==> config.mk <==
export PLATFORM = sky130hd
export DESIGN_NAME = apw_top
export DESIGN_NICKNAME = d
export VERILOG_FILES = /design/src/core/apw_pkg.sv /design/src/core/apw_sync.sv /design/src/core/apw_wake.sv /design/src/core/apw_top.sv
export VERILOG_INCLUDE_DIRS = /design/src /design/src/core
export SDC_FILE = /design/constraint.sdc
export NUM_CORES = 1
export LEC_CHECK = 0
export BUFFER_PORTS_ARGS = -buffer_cell sky130_fd_sc_hd__buf_4
export CAP_MARGIN = 20
export CORE_MARGIN = 1
export CORE_UTILIZATION = 45
export CTS_CLUSTER_DIAMETER = 200
export CTS_CLUSTER_SIZE = 12
export DETAILED_ROUTE_END_ITERATION = 6
export PLACE_DENSITY = 0.82
export SYNTH_ARGS = -nofsm -noshare
export SYNTH_HDL_FRONTEND = slang
export SYNTH_HIERARCHICAL = 1
export SYNTH_SLANG_ARGS = --single-unit
==> constraint.sdc <==
create_clock -name mclk -period 1.77 [get_ports mclk]
set_clock_uncertainty 0.05 [all_clocks]
set_input_delay 0.354 -clock mclk [delete_from_list [all_inputs] [get_ports mclk]]
set_output_delay 0.354 -clock mclk [all_outputs]
set_load 0.005 [all_outputs]
==> src/core/apw_defines.svh <==
// Offsets, fields, reset values and timing counts for the auto powerdown block.
// Assumes a 20 MHz mclk; included by name wherever the constants are used.
`ifndef APW_DEFINES_SVH
`define APW_DEFINES_SVH

// Register offsets within the 8-byte host window
`define APW_OFS_STATUS_A 3'h0
`define APW_OFS_STATUS_B 3'h1
`define APW_OFS_DRIVE_OUT 3'h2
`define APW_OFS_RATE_MAIN 3'h4
`define APW_OFS_DATA 3'h5
`define APW_OFS_INPUT_CFG 3'h7

// Field positions
`define APW_DOR_NRESET_BIT 2
`define APW_DOR_MOTOR_MSB 7
`define APW_DOR_MOTOR_LSB 4
`define APW_DSR_SWRESET_BIT 7
`define APW_DSR_PDOWN_BIT 6

// Reset values
`define APW_DOR_RESET 8'h04
`define APW_DSR_RESET 8'h02
`define APW_CCR_RESET 8'h00
`define APW_MSR_IDLE 8'h80
`define APW_BUS_SYNC_RST 16'h1800

// Timing
`define APW_CLK_KHZ 20000
`define APW_PD_TIME_MS 10
`define APW_PD_CYCLES (`APW_PD_TIME_MS * `APW_CLK_KHZ)
`define APW_CNT_W 18
`define APW_RST_SEQ_LAST 8'h0F

`endif

==> src/core/apw_pkg.sv <==
// Types shared by the auto powerdown block.
// Assumes nothing beyond a SystemVerilog compiler.
package apw_pkg;
   typedef enum logic [1:0] {
      apw_reset,
      apw_run,
      apw_auto_pd,
      apw_direct_pd
   } apw_state_type;
endpackage

==> src/core/apw_sync.sv <==
// Two flip-flop synchroniser for a bundle of pin inputs.
// Assumes each bit is sampled independently; reset value is a parameter.
module apw_sync #(
   parameter int W = 1,
   parameter logic [W-1:0] RST_VAL = '0
) (
   // Clock and reset
   input wire logic clk,
   input wire logic rst_n,
   // Raw and synchronised bits
   input wire logic [W-1:0] d,
   output logic [W-1:0] q
);
   logic [W-1:0] meta;

   genvar i;
   for (i = 0; i < W; i++) begin : g_bit
      always_ff @(posedge clk or negedge rst_n) begin
         if (!rst_n) begin
            meta[i] <= RST_VAL[i];
            q[i] <= RST_VAL[i];
         end else begin
            meta[i] <= d[i];
            q[i] <= meta[i];
         end
      end
   end
endmodule

==> src/core/apw_wake.sv <==
// Standby-domain wake event latch for keyboard clock and infrared receive.
// Assumes standby_rstn comes from the standby supply power-on reset only.
module apw_wake (
   // Clock and standby reset
   input wire logic mclk,
   input wire logic standby_rstn,
   // Wake pins
   input wire logic keyboard_clock_pin,
   input wire logic infrared_receive_pin,
   // Wake configuration and clear
   input wire logic wake_mask_wr,
   input wire logic [1:0] wake_mask_data,
   input wire logic wake_clear,
   // Wake output, active low
   output logic wake_event_out_n
);
   logic [1:0] pin_s;
   logic [1:0] pin_d;
   logic [1:0] wake_mask;
   logic [1:0] fell;

   // Synchroniser and latch live on standby power, not the main reset
   apw_sync #(.W(2), .RST_VAL(2'h3)) u_pins (
      .clk(mclk),
      .rst_n(standby_rstn),
      .d({infrared_receive_pin, keyboard_clock_pin}),
      .q(pin_s)
   );

   assign fell = pin_d & ~pin_s & wake_mask;

   always_ff @(posedge mclk or negedge standby_rstn) begin
      if (!standby_rstn) begin
         pin_d <= 2'h3;
      end else begin
         pin_d <= pin_s;
      end
   end

   always_ff @(posedge mclk or negedge standby_rstn) begin
      if (!standby_rstn) begin
         wake_mask <= 2'h0;
      end else if (wake_mask_wr) begin
         wake_mask <= wake_mask_data;
      end
   end

   // Set wins over clear so an edge in the clear cycle is kept
   always_ff @(posedge mclk or negedge standby_rstn) begin
      if (!standby_rstn) begin
         wake_event_out_n <= 1'b1;
      end else if (|fell) begin
         wake_event_out_n <= 1'b0;
      end else if (wake_clear) begin
         wake_event_out_n <= 1'b1;
      end
   end
endmodule

==> src/core/apw_top.sv <==
// Auto powerdown wake control for the floppy controller host interface.
// Assumes host pins are asynchronous and core status inputs run on mclk.
// Function
// Hardware or software reset wakes and runs the full reset sequence.
// A waking register access resumes with all state preserved.
// Motor enable set in drive output wakes; reading it never wakes.
// Any read of main status wakes the controller.
// Any read or write of the data register wakes the controller.
// After waking, the 10 ms powerdown timer restarts from zero.
// Status, drive output, rate and config accesses served without waking.
// Writes during powerdown are stored and take effect after waking.
// A non-waking access activates logic only while it lasts.
// Drive output or rate writes sleep unless motor or reset bits set.
// With supply not good, host reads and writes are not decoded.
// Wake pins stay functional without supply good on standby power.
// Wake configuration is reset only by the standby power-on reset.
// PLL off bit powers PLL down; all-clear with supply good selects it.
// In powerdown, interrupt and DMA request outputs are held low.
// In powerdown the drive interface is disabled.
// Enter powerdown only when motors off, idle, unloaded and timer done.
// Clearing auto powerdown enable cancels timer and keeps it awake.
// Direct powerdown overrides; after waking from it auto mode resumes.
// Wake is decoded from strobe and address in the access cycle.
`include "apw_defines.svh"

module apw_top #(
   parameter int unsigned PD_CYCLES = `APW_PD_CYCLES
) (
   // Clock and resets
   input wire logic mclk,
   input wire logic rstn,
   input wire logic standby_rstn,
   // Host bus pins
   input wire logic supply_ok,
   input wire logic reset_drv,
   input wire logic host_cs,
   input wire logic host_rd_n,
   input wire logic host_wr_n,
   input wire logic [2:0] host_addr,
   input wire logic [7:0] host_din,
   output logic [7:0] host_dout,
   output logic host_dout_oe,
   // Core status and requests
   input wire logic [7:0] status_a_in,
   input wire logic [7:0] status_b_in,
   input wire logic [7:0] input_status_in,
   input wire logic [7:0] main_status_in,
   input wire logic [7:0] core_rdata,
   input wire logic core_int,
   input wire logic core_drq,
   input wire logic head_unload_done,
   // Configuration bits
   input wire logic auto_pd_en,
   input wire logic pll_off_bit,
   input wire logic wake_power_bit,
   // Core and drive side controls
   output logic core_reset,
   output logic core_rd_pulse,
   output logic core_wr_pulse,
   output logic [7:0] core_wdata,
   output logic irq_out,
   output logic dma_request_out,
   output logic drive_enable,
   output logic [3:0] motor_out,
   output logic [1:0] rate_out,
   output logic logic_active,
   output logic pll_on,
   output apw_pkg::apw_state_type pd_state,
   // Standby wake interface
   input wire logic keyboard_clock_pin,
   input wire logic infrared_receive_pin,
   input wire logic wake_mask_wr,
   input wire logic [1:0] wake_mask_data,
   input wire logic wake_clear,
   output logic wake_event_out_n
);
   import apw_pkg::*;

   localparam logic [`APW_CNT_W-1:0] PD_LAST = `APW_CNT_W'(PD_CYCLES - 1);

   logic [15:0] bus_s;
   logic ok_s, hw_rst_s, cs_s, rd_n_s, wr_n_s;
   logic [2:0] addr_s;
   logic [7:0] din_s;
   logic rd_n_d, wr_n_d;
   logic rd_take, wr_take;
   logic motor_set, dor_reset, dsr_reset, dsr_pd, msr_rd, data_acc;
   logic wake_access, soft_reset, idle_ok, pd_timeout, bus_busy, awake;
   logic [7:0] drive_output_reg, dsr, config_control_reg;
   logic [`APW_CNT_W-1:0] pd_cnt;
   logic [7:0] rst_cnt;
   apw_state_type next_state;

   apw_sync #(.W(16), .RST_VAL(`APW_BUS_SYNC_RST)) u_bus (
      .clk(mclk),
      .rst_n(rstn),
      .d({supply_ok, reset_drv, host_cs, host_rd_n, host_wr_n, host_addr,
          host_din}),
      .q(bus_s)
   );

   assign {ok_s, hw_rst_s, cs_s, rd_n_s, wr_n_s, addr_s, din_s} = bus_s;

   always_ff @(posedge mclk or negedge rstn) begin
      if (!rstn) begin
         rd_n_d <= 1'b1;
         wr_n_d <= 1'b1;
      end else begin
         rd_n_d <= rd_n_s;
         wr_n_d <= wr_n_s;
      end
   end

   // Accesses are taken on the strobe's falling edge, gated by supply
   assign rd_take = ok_s && cs_s && !rd_n_s && rd_n_d;
   assign wr_take = ok_s && cs_s && !wr_n_s && wr_n_d;
   assign bus_busy = ok_s && cs_s && (!rd_n_s || !wr_n_s);

   // Wake decode sits in the take cycle so the state is valid early
   assign motor_set = wr_take && addr_s == `APW_OFS_DRIVE_OUT
      && |din_s[`APW_DOR_MOTOR_MSB:`APW_DOR_MOTOR_LSB]; // see
   assign dor_reset = wr_take && addr_s == `APW_OFS_DRIVE_OUT
      && !din_s[`APW_DOR_NRESET_BIT];
   assign dsr_reset = wr_take && addr_s == `APW_OFS_RATE_MAIN
      && din_s[`APW_DSR_SWRESET_BIT];
   assign dsr_pd = wr_take && addr_s == `APW_OFS_RATE_MAIN
      && din_s[`APW_DSR_PDOWN_BIT] && !din_s[`APW_DSR_SWRESET_BIT];
   assign msr_rd = rd_take && addr_s == `APW_OFS_RATE_MAIN;
   assign data_acc = (rd_take || wr_take) && addr_s == `APW_OFS_DATA;
   assign wake_access = motor_set || msr_rd || data_acc;
   assign soft_reset = dor_reset || dsr_reset;

   assign pd_timeout = pd_cnt == PD_LAST;
   assign idle_ok = drive_output_reg[`APW_DOR_MOTOR_MSB:`APW_DOR_MOTOR_LSB] == 4'h0
      && main_status_in == `APW_MSR_IDLE && !core_int
      && head_unload_done && pd_timeout;
   assign awake = pd_state == apw_run || pd_state == apw_reset;

   always_comb begin
      next_state = pd_state;
      if (hw_rst_s || soft_reset) begin
         next_state = apw_reset;
      end else begin
         case (pd_state)
            apw_reset: begin
               if (rst_cnt == `APW_RST_SEQ_LAST) begin
                  next_state = apw_run;
               end
            end
            apw_run: begin
               if (dsr_pd) begin
                  next_state = apw_direct_pd;
               end else if (auto_pd_en && idle_ok && !wake_access) begin
                  next_state = apw_auto_pd;
               end
            end
            apw_auto_pd: begin
               if (dsr_pd) begin
                  next_state = apw_direct_pd;
               end else if (wake_access || !auto_pd_en) begin
                  next_state = apw_run; // see
               end
            end
            apw_direct_pd: begin
               // Only a reset leaves direct powerdown, then auto mode resumes
               next_state = apw_direct_pd;
            end
            default: begin
               next_state = apw_reset;
            end
         endcase
      end
   end

   always_ff @(posedge mclk or negedge rstn) begin
      if (!rstn) begin
         pd_state <= apw_reset;
      end else begin
         pd_state <= next_state;
      end
   end

   always_ff @(posedge mclk or negedge rstn) begin
      if (!rstn) begin
         rst_cnt <= 8'h00;
      end else if (pd_state != apw_reset || hw_rst_s || soft_reset) begin
         rst_cnt <= 8'h00;
      end else if (rst_cnt != `APW_RST_SEQ_LAST) begin
         rst_cnt <= rst_cnt + 8'h01;
      end
   end

   // Timer only runs while awake and enabled, so a wake restarts it
   always_ff @(posedge mclk or negedge rstn) begin
      if (!rstn) begin
         pd_cnt <= '0;
      end else if (pd_state != apw_run || !auto_pd_en) begin
         pd_cnt <= '0; // see
      end else if (!pd_timeout) begin
         pd_cnt <= pd_cnt + 1'b1;
      end
   end

   // Writable registers keep their value in any state
   always_ff @(posedge mclk or negedge rstn) begin
      if (!rstn) begin
         drive_output_reg <= `APW_DOR_RESET;
         dsr <= `APW_DSR_RESET;
         config_control_reg <= `APW_CCR_RESET;
      end else if (hw_rst_s) begin
         drive_output_reg <= `APW_DOR_RESET;
         dsr <= `APW_DSR_RESET;
         config_control_reg <= `APW_CCR_RESET;
      end else if (wr_take) begin
         if (addr_s == `APW_OFS_DRIVE_OUT) begin
            drive_output_reg <= din_s;
         end else if (addr_s == `APW_OFS_RATE_MAIN) begin
            dsr <= din_s;
         end else if (addr_s == `APW_OFS_INPUT_CFG) begin
            config_control_reg <= din_s;
         end
      end
   end

   // Stored values reach the drive side only while awake
   always_ff @(posedge mclk or negedge rstn) begin
      if (!rstn) begin
         motor_out <= 4'h0;
         drive_enable <= 1'b0;
         rate_out <= 2'h0;
      end else begin
         drive_enable <= awake;
         motor_out <= awake ? drive_output_reg[`APW_DOR_MOTOR_MSB:`APW_DOR_MOTOR_LSB]
            : 4'h0;
         if (awake) begin
            rate_out <= config_control_reg[1:0];
         end
      end
   end

   always_ff @(posedge mclk or negedge rstn) begin
      if (!rstn) begin
         irq_out <= 1'b0;
         dma_request_out <= 1'b0;
         core_reset <= 1'b1;
      end else begin
         irq_out <= awake && core_int;
         dma_request_out <= awake && core_drq;
         core_reset <= next_state == apw_reset;
      end
   end

   // Data register strobes are registered from the take and appear in the same cycle that the wake takes effect
   always_ff @(posedge mclk or negedge rstn) begin
      if (!rstn) begin
         core_rd_pulse <= 1'b0;
         core_wr_pulse <= 1'b0;
         core_wdata <= 8'h00;
      end else begin
         core_rd_pulse <= rd_take && addr_s == `APW_OFS_DATA;
         core_wr_pulse <= wr_take && addr_s == `APW_OFS_DATA;
         if (wr_take) begin
            core_wdata <= din_s;
         end
      end
   end

   // Reads show live status in every state
   always_ff @(posedge mclk or negedge rstn) begin
      if (!rstn) begin
         host_dout <= 8'h00;
         host_dout_oe <= 1'b0;
      end else begin
         host_dout_oe <= ok_s && cs_s && !rd_n_s
            && addr_s != 3'h3 && addr_s != 3'h6;
         if (addr_s == `APW_OFS_STATUS_A) begin
            host_dout <= status_a_in;
         end else if (addr_s == `APW_OFS_STATUS_B) begin
            host_dout <= status_b_in;
         end else if (addr_s == `APW_OFS_DRIVE_OUT) begin
            host_dout <= drive_output_reg;
         end else if (addr_s == `APW_OFS_RATE_MAIN) begin
            host_dout <= main_status_in;
         end else if (addr_s == `APW_OFS_DATA) begin
            host_dout <= core_rdata;
         end else if (addr_s == `APW_OFS_INPUT_CFG) begin
            host_dout <= input_status_in;
         end else begin
            host_dout <= 8'h00;
         end
      end
   end

   always_ff @(posedge mclk or negedge rstn) begin
      if (!rstn) begin
         logic_active <= 1'b1;
         pll_on <= 1'b0;
      end else begin
         logic_active <= awake || bus_busy;
         pll_on <= !pll_off_bit && !wake_power_bit && ok_s;
      end
   end

   apw_wake u_wake (
      .mclk(mclk),
      .standby_rstn(standby_rstn),
      .keyboard_clock_pin(keyboard_clock_pin),
      .infrared_receive_pin(infrared_receive_pin),
      .wake_mask_wr(wake_mask_wr),
      .wake_mask_data(wake_mask_data),
      .wake_clear(wake_clear),
      .wake_event_out_n(wake_event_out_n)
   );
endmodule

# --- Word level (Yosys, flattened, before mapping) ---
# Index checks and enable logic that the tools add are counted.
totals:
  inputBits: 71
  wordCells: 174
  ff_bits: 112
classes:
  addsub: 2
  n_mux: 28
  eq_ne: 18
  reduce_logical: 64
  bitwise: 3
op_table:
  columns: ["operator", "n"]
  rows:
  - ["$mux W8", 11]
  - ["$mux W18", 2]
  - ["$logic_and A1 B1 Y1", 29]
  - ["$mux W2", 11]
  - ["$add A18 B1 Y18 const B", 1]
  - ["$eq A18 B18 Y1 const B", 1]
  - ["$logic_or A1 B1 Y1", 12]
  - ["$reduce_bool A2 Y1", 6]
  - ["$eq A3 B3 Y1 const B", 3]
  - ["$logic_not A1 Y1", 9]
  - ["$add A8 B1 Y8 const B", 1]
  - ["$eq A8 B4 Y1 const B", 1]
  - ["$eq A8 B8 Y1 const B", 1]
  - ["$ne A2 B1 Y1 const B", 4]
  - ["$ne A8 B4 Y1 const B", 1]
  - ["$pmux W2 S4", 1]
  - ["$and A2 B2 Y2", 2]
  - ["$eq A2 B2 Y1 const B", 2]
  - ["$logic_not A2 Y1", 2]
  - ["$logic_not A4 Y1", 1]
  - ["$mux W4", 1]
  - ["$reduce_and A4 Y1", 1]
  - ["$reduce_or A4 Y1", 1]
  - ["$eq A3 B1 Y1 const B", 1]
  - ["other kinds (9)", 10]

# --- Logic depth before layout (Yosys ltp) ---
depth:
  depth_word: 14
  ltp_mapped: 7

# --- Modules after synthesis ---
# The synthesis kept the hierarchy.
modules_own_cells:
  columns: ["mod", "cells_per_inst", "seq_area_each_um2", "area_per_inst_um2", "instances"]
  rows:
  - ["apw_top", 320, 1783.0, 3412.0, 1]
  - ["apw_sync at u_bus", 32, 805.8, 805.8, 1]
  - ["apw_wake", 10, 128.9, 173.9, 1]
  - ["apw_sync at u_wake.u_pins", 4, 105.1, 105.1, 1]

# --- Least setup slack after synthesis ---
# OpenSTA, ideal clock, no wires.
synth_timing:
  path_type: "register -> register"
  startpoint: "reg pd_cnt[14]"
  endpoint: "reg pd_cnt[13]"
  slack_ns: 0.039
  setup_time_ns: 0.135
  t_required_ns: 1.585
  arrival_time_ns: 1.547
  n_path_buf: 0
  path_stages_with_launch: 6
  cell_sequence: "dfrtp_1 or4_4 nor3_4 and2_2 or3_2 a21oi_1"
synth_between:
  elab_chain_cells: 2
synth_rtl:
  columns: ["item", "line", "source"]
  rows:
  - ["start, declared", "apw_top.sv:90", "logic [`APW_CNT_W-1:0] pd_cnt;"]
  - ["start signal, assigned", "apw_top.sv:200", "pd_cnt <= pd_cnt + 1'b1;"]
  - ["$eq A18 B18 Y1", "apw_top.sv:133", "assign pd_timeout = pd_cnt == PD_LAST;"]
  - ["$ne A2 B1 Y1 (no source line)", null, null]
# No other way between the ends.
# A chain may end at the register's enable or synchronous reset.

# --- Worst setup path after layout ---
layout_timing:
  startpoint: "reg pd_cnt[13]"
  endpoint: "reg pd_state[1]"
layout_between:
  elab_chain_cells: 8
layout_rtl:
  columns: ["item", "line", "source"]
  rows:
  - ["$eq A18 B18 Y1", "apw_top.sv:133", null]
  - ["$logic_and A1 B1 Y1", "apw_top.sv:134", "assign idle_ok = drive_output_reg[`APW_DOR_MOTOR_MSB:`APW_DOR_MOTOR_LSB] == 4'h0"]
  - ["$logic_and A1 B1 Y1 (2 in a row)", "apw_top.sv:153", "end else if (auto_pd_en && idle_ok && !wake_access) begin"]
  - ["$mux W2", "apw_top.sv:153", null]
  - ["$mux W2", "apw_top.sv:151", "if (dsr_pd) begin"]
  - ["$pmux W2 S4", "apw_top.sv:144", "case (pd_state)"]
  - ["$mux W2", "apw_top.sv:141", "if (hw_rst_s || soft_reset) begin"]
  - ["via next_state[1]", "apw_top.sv:92", "apw_state_type next_state;"]
  - ["end signal, assigned", "apw_top.sv:177", "pd_state <= apw_reset;"]
  - ["end signal, assigned", "apw_top.sv:179", "pd_state <= next_state;"]
  - ["end, declared", "apw_top.sv:68", "output apw_pkg::apw_state_type pd_state,"]
# The timed path passes the listed nets, and every way through them passes these cells.

==> flow_summary.yaml <==
synth:
  async_reset_ff_share_pct: 100
  yosys_warnings: 6
  synthCells: 366
  syn-num-nets: 439
  ys_ff_latch: 112
  synth_common_cells: "dfrtp_1 (96), nor2_1 (47), mux2_2 (20), nand2_1 (20)"
  yosys.area.top_type_share_pct: 53.4
  yosysMostFrequentCell: "dfrtp_1"
  synth_edf_count: 0
  yosys.area.top_type: "dfrtp_1"
  synth_top_flop_cell: "dfrtp_1"
  synth.area.top_cells: "dfrtp_1 (53%), dfstp_2 (9.3%), mux2_2 (5.0%)"
  syn_area_per_cell_um2: 12.3
  syn_area_um2: 4500
  yosysUniqueCellTypes: 48
  ys_seq_area_share_pct: 62.8
layout:
  largest_reg_flops: 18
  top_regs: "pd_cnt x18, u_bus/meta x16, u_bus/q x16"
  n_fill_cell: 790
  diodes: 0
  fin_nets: 570
  drive_gt1_share_pct: 41.4
  areaGrowthSynthToFinish_pct: 31.3
  stdcell_count: 635
  top_register: "pd_cnt"
detailed_routing:
  dr.pass1.iters: 5
  initialDrtViolationCount: 168
  post_drt_wl_per_cell_um: 15.2
  drt_wl_total_mm: 9.67
  vias: 3331
  ant_nets: 0
  vias_per_cell: 5.25
  remaining_drc_errors: 0
clocking:
  clkSinkCount: 112
  clk_path_buf_depth: 2
  cts_max_level: 3
  clk_latency_ns: 0.37
  cts_tree: "yes"
  cts_root_buffer: "clkbuf_8"
  path_clk_slew_ns: 0.11
  cts_buffers: 9
worst_setup_path:
  cp.required_ns: 2.03
  startpoint_type: "register"
  path_delay_family: "simple AND/OR/NAND/NOR gates"
  crit_chain: "or4_4 -> nor3_4 -> buf_6 -> nand2_4 -> o21ai_2 -> a32o_1"
  path_max_fanout: 6
  critPathBufInv: 1
  slowest_delay_ns: 0.54
  crit_arrival_ns: 2.01
  end_kind: "register"
  path_class: "register to register"
  slowest_stage: "or4_4"
die:
  die_w_um: 102
  die_height_um: 102
  ios: 105
  core_area_um2: 9730
  start_util_pct: 46.2
  die-area_um2: 10400
  fp-row-count: 36
power_and_ir_drop:
  cellLeakagePower_nw: 2.75
  power_switching_mw: 1.16
  powerDensity_nw_per_um2: 810
  seqPwrFrac_pct: 57.9
  ir_worst_vdd_mv: 0.476
  clock_power_share_pct: 31.7
  swShare_pct: 24.3
  p_comb_share_pct: 10.4
  p_int_mw: 3.62
global_routing:
  grt_overflow: 0
  grt_max_degree: 46
  grt_pass1_vias: 3395
  grtUsageMet1_pct: 25.9
  grt_pass1_wl_mm: 15.9
  use_met3_pct: 3.28
  track_usage_pct: 20.1
  grt-busiest-layer: "met2"
  antenna_found_initial: 0
  grt_use_met2_pct: 34.5
timing:
  slew_headroom_pct: 70.8
  worst_slack_ns: 0.0253
  fin_crit_ns: 1.74
  tightest_slew_ns: 0.438
  drv_slew: 0
  fmax_ghz: 0.573
  rsz0062_at_grt: "yes"
  finalCritPeriodShare_pct: 98.6
  setup_violations: 0
  final_hold_viol_count: 0
place:
  dpl.hpwl_mm: 7.26
  io_buffers: 104
  placed_cells: 615
  dp_slack_ns: -0.0159
  gp_congestion: 0.838
outcome:
  status: "finished, final reports clean"
run:
  max_cap_violations: 0
min_path:
  hold_path.class: "primary input to register"
-- worst paths after layout --
check,cells past startpoint,to,slack [ns],from
setup / recovery,6,pd_state[1],0.03,pd_cnt[13]
hold / removal,1,u_bus/meta[11],0.03,host_wr_n
setup reg to reg,6,pd_state[1],0.03,pd_cnt[13]
hold reg to reg,0,u_bus/q[8],0.31,u_bus/meta[8]
max in group asynchronous,3,u_bus/meta[12],0.64,rstn
min in group asynchronous,2,u_wake/wake_mask[1],0.28,standby_rstn
-- layout make-up --
| cell class | instances | area (µm²) | share of cell area (%) |
|---|---|---|---|
| tap | 133 | 166 | 2.82 |
| clock inverter | 6 | 57.6 | 0.975 |
| multi-input combinational | 239 | 1670 | 28.3 |
| clock buffer | 10 | 149 | 2.52 |
| sequential | 112 | 2820 | 47.8 |
| inverter | 2 | 7.51 | 0.127 |
| timing repair buffer | 133 | 1030 | 17.5 |
-- layer usage --
metal / wire, µm / up-vias
met5: 0 / -
met4: 202 / 0
met3: 465 / 23
met2: 5000 / 114
met1: 4010 / 1640
li1: - / 1554
-- power groups by stage --
stage | combinational, mW | sequential, mW | clock [mW]
final | 0.498 | 2.77 | 1.51
after global routing | 0.544 | 2.78 | 1.66
after CTS | 0.504 | 2.77 | 1.56
after detailed placement | 0.499 | 2.82 | 0
after global placement | 0.484 | 2.81 | 0
after floorplan | 0.164 | 2.80 | 0
-- placed cells by master (no fill, tap or decap), types with 3 or more instances in the layout --
master / n
xnor2_1: 10
a21oi_1: 15
dfrtp_1: 96
clkbuf_8: 9
nand4_1: 4
clkinv_4: 4
a211oi_1: 11
a31oi_1: 3
nand2_2: 3
nor2_1: 47
a211oi_2: 3
nor2b_1: 7
mux2_2: 20
nand3_1: 11
a22oi_1: 8
nand4b_1: 4
buf_4: 128
nand2_1: 17
o21ai_0: 6
xor2_1: 7
and2_1: 3
and3_1: 5
dfstp_2: 16
mux2i_1: 17
-- repair_timing --
action                                  4_1_cts  5_1_grt
hold buffers                                  2        0
gates resized for setup                       3       14
pin swaps                                     1        7
buffers inserted                              1        1
endpoints found under the setup margin        5       31
hold endpoints to repair                     35        0
-- cell families (layout without fill, tap and decap cells) --
kind of cell               count (synthesis)  count (layout)  share of synthesized area [%]
AOI/OAI and AO/OA                         54              54                           7.79
xor gates and xnor gates                  17              17                           3.31
adders and majority gates                  2               2                          0.556
buffers and inverters                     15             151                           1.42
DFF                                      112             112                           62.8
muxes                                     37              37                           8.79
and+or+nand+nor                          129             129                           15.4
-- through the flow --
step / hold slack [ns] / util (%) / setup TNS [ns] / power [mW] / area, µm²
after global routing: 0.00522 / 60.7 / -0.228 / 4.99 / 5900
final: 0.0262 / 60.7 / 0 / 4.78 / 5900
after CTS: 0.0109 / 60.1 / 0 / 4.83 / 5840
after detailed placement: 0.127 / 57.6 / -0.0182 / 3.32 / 5600
after floorplan: 0.00841 / - / 0 / 2.96 / 4500
after global placement: 0.126 / 57.6 / 0 / 3.29 / 5600
No activity file was read; power rests on OpenSTA's default activity.
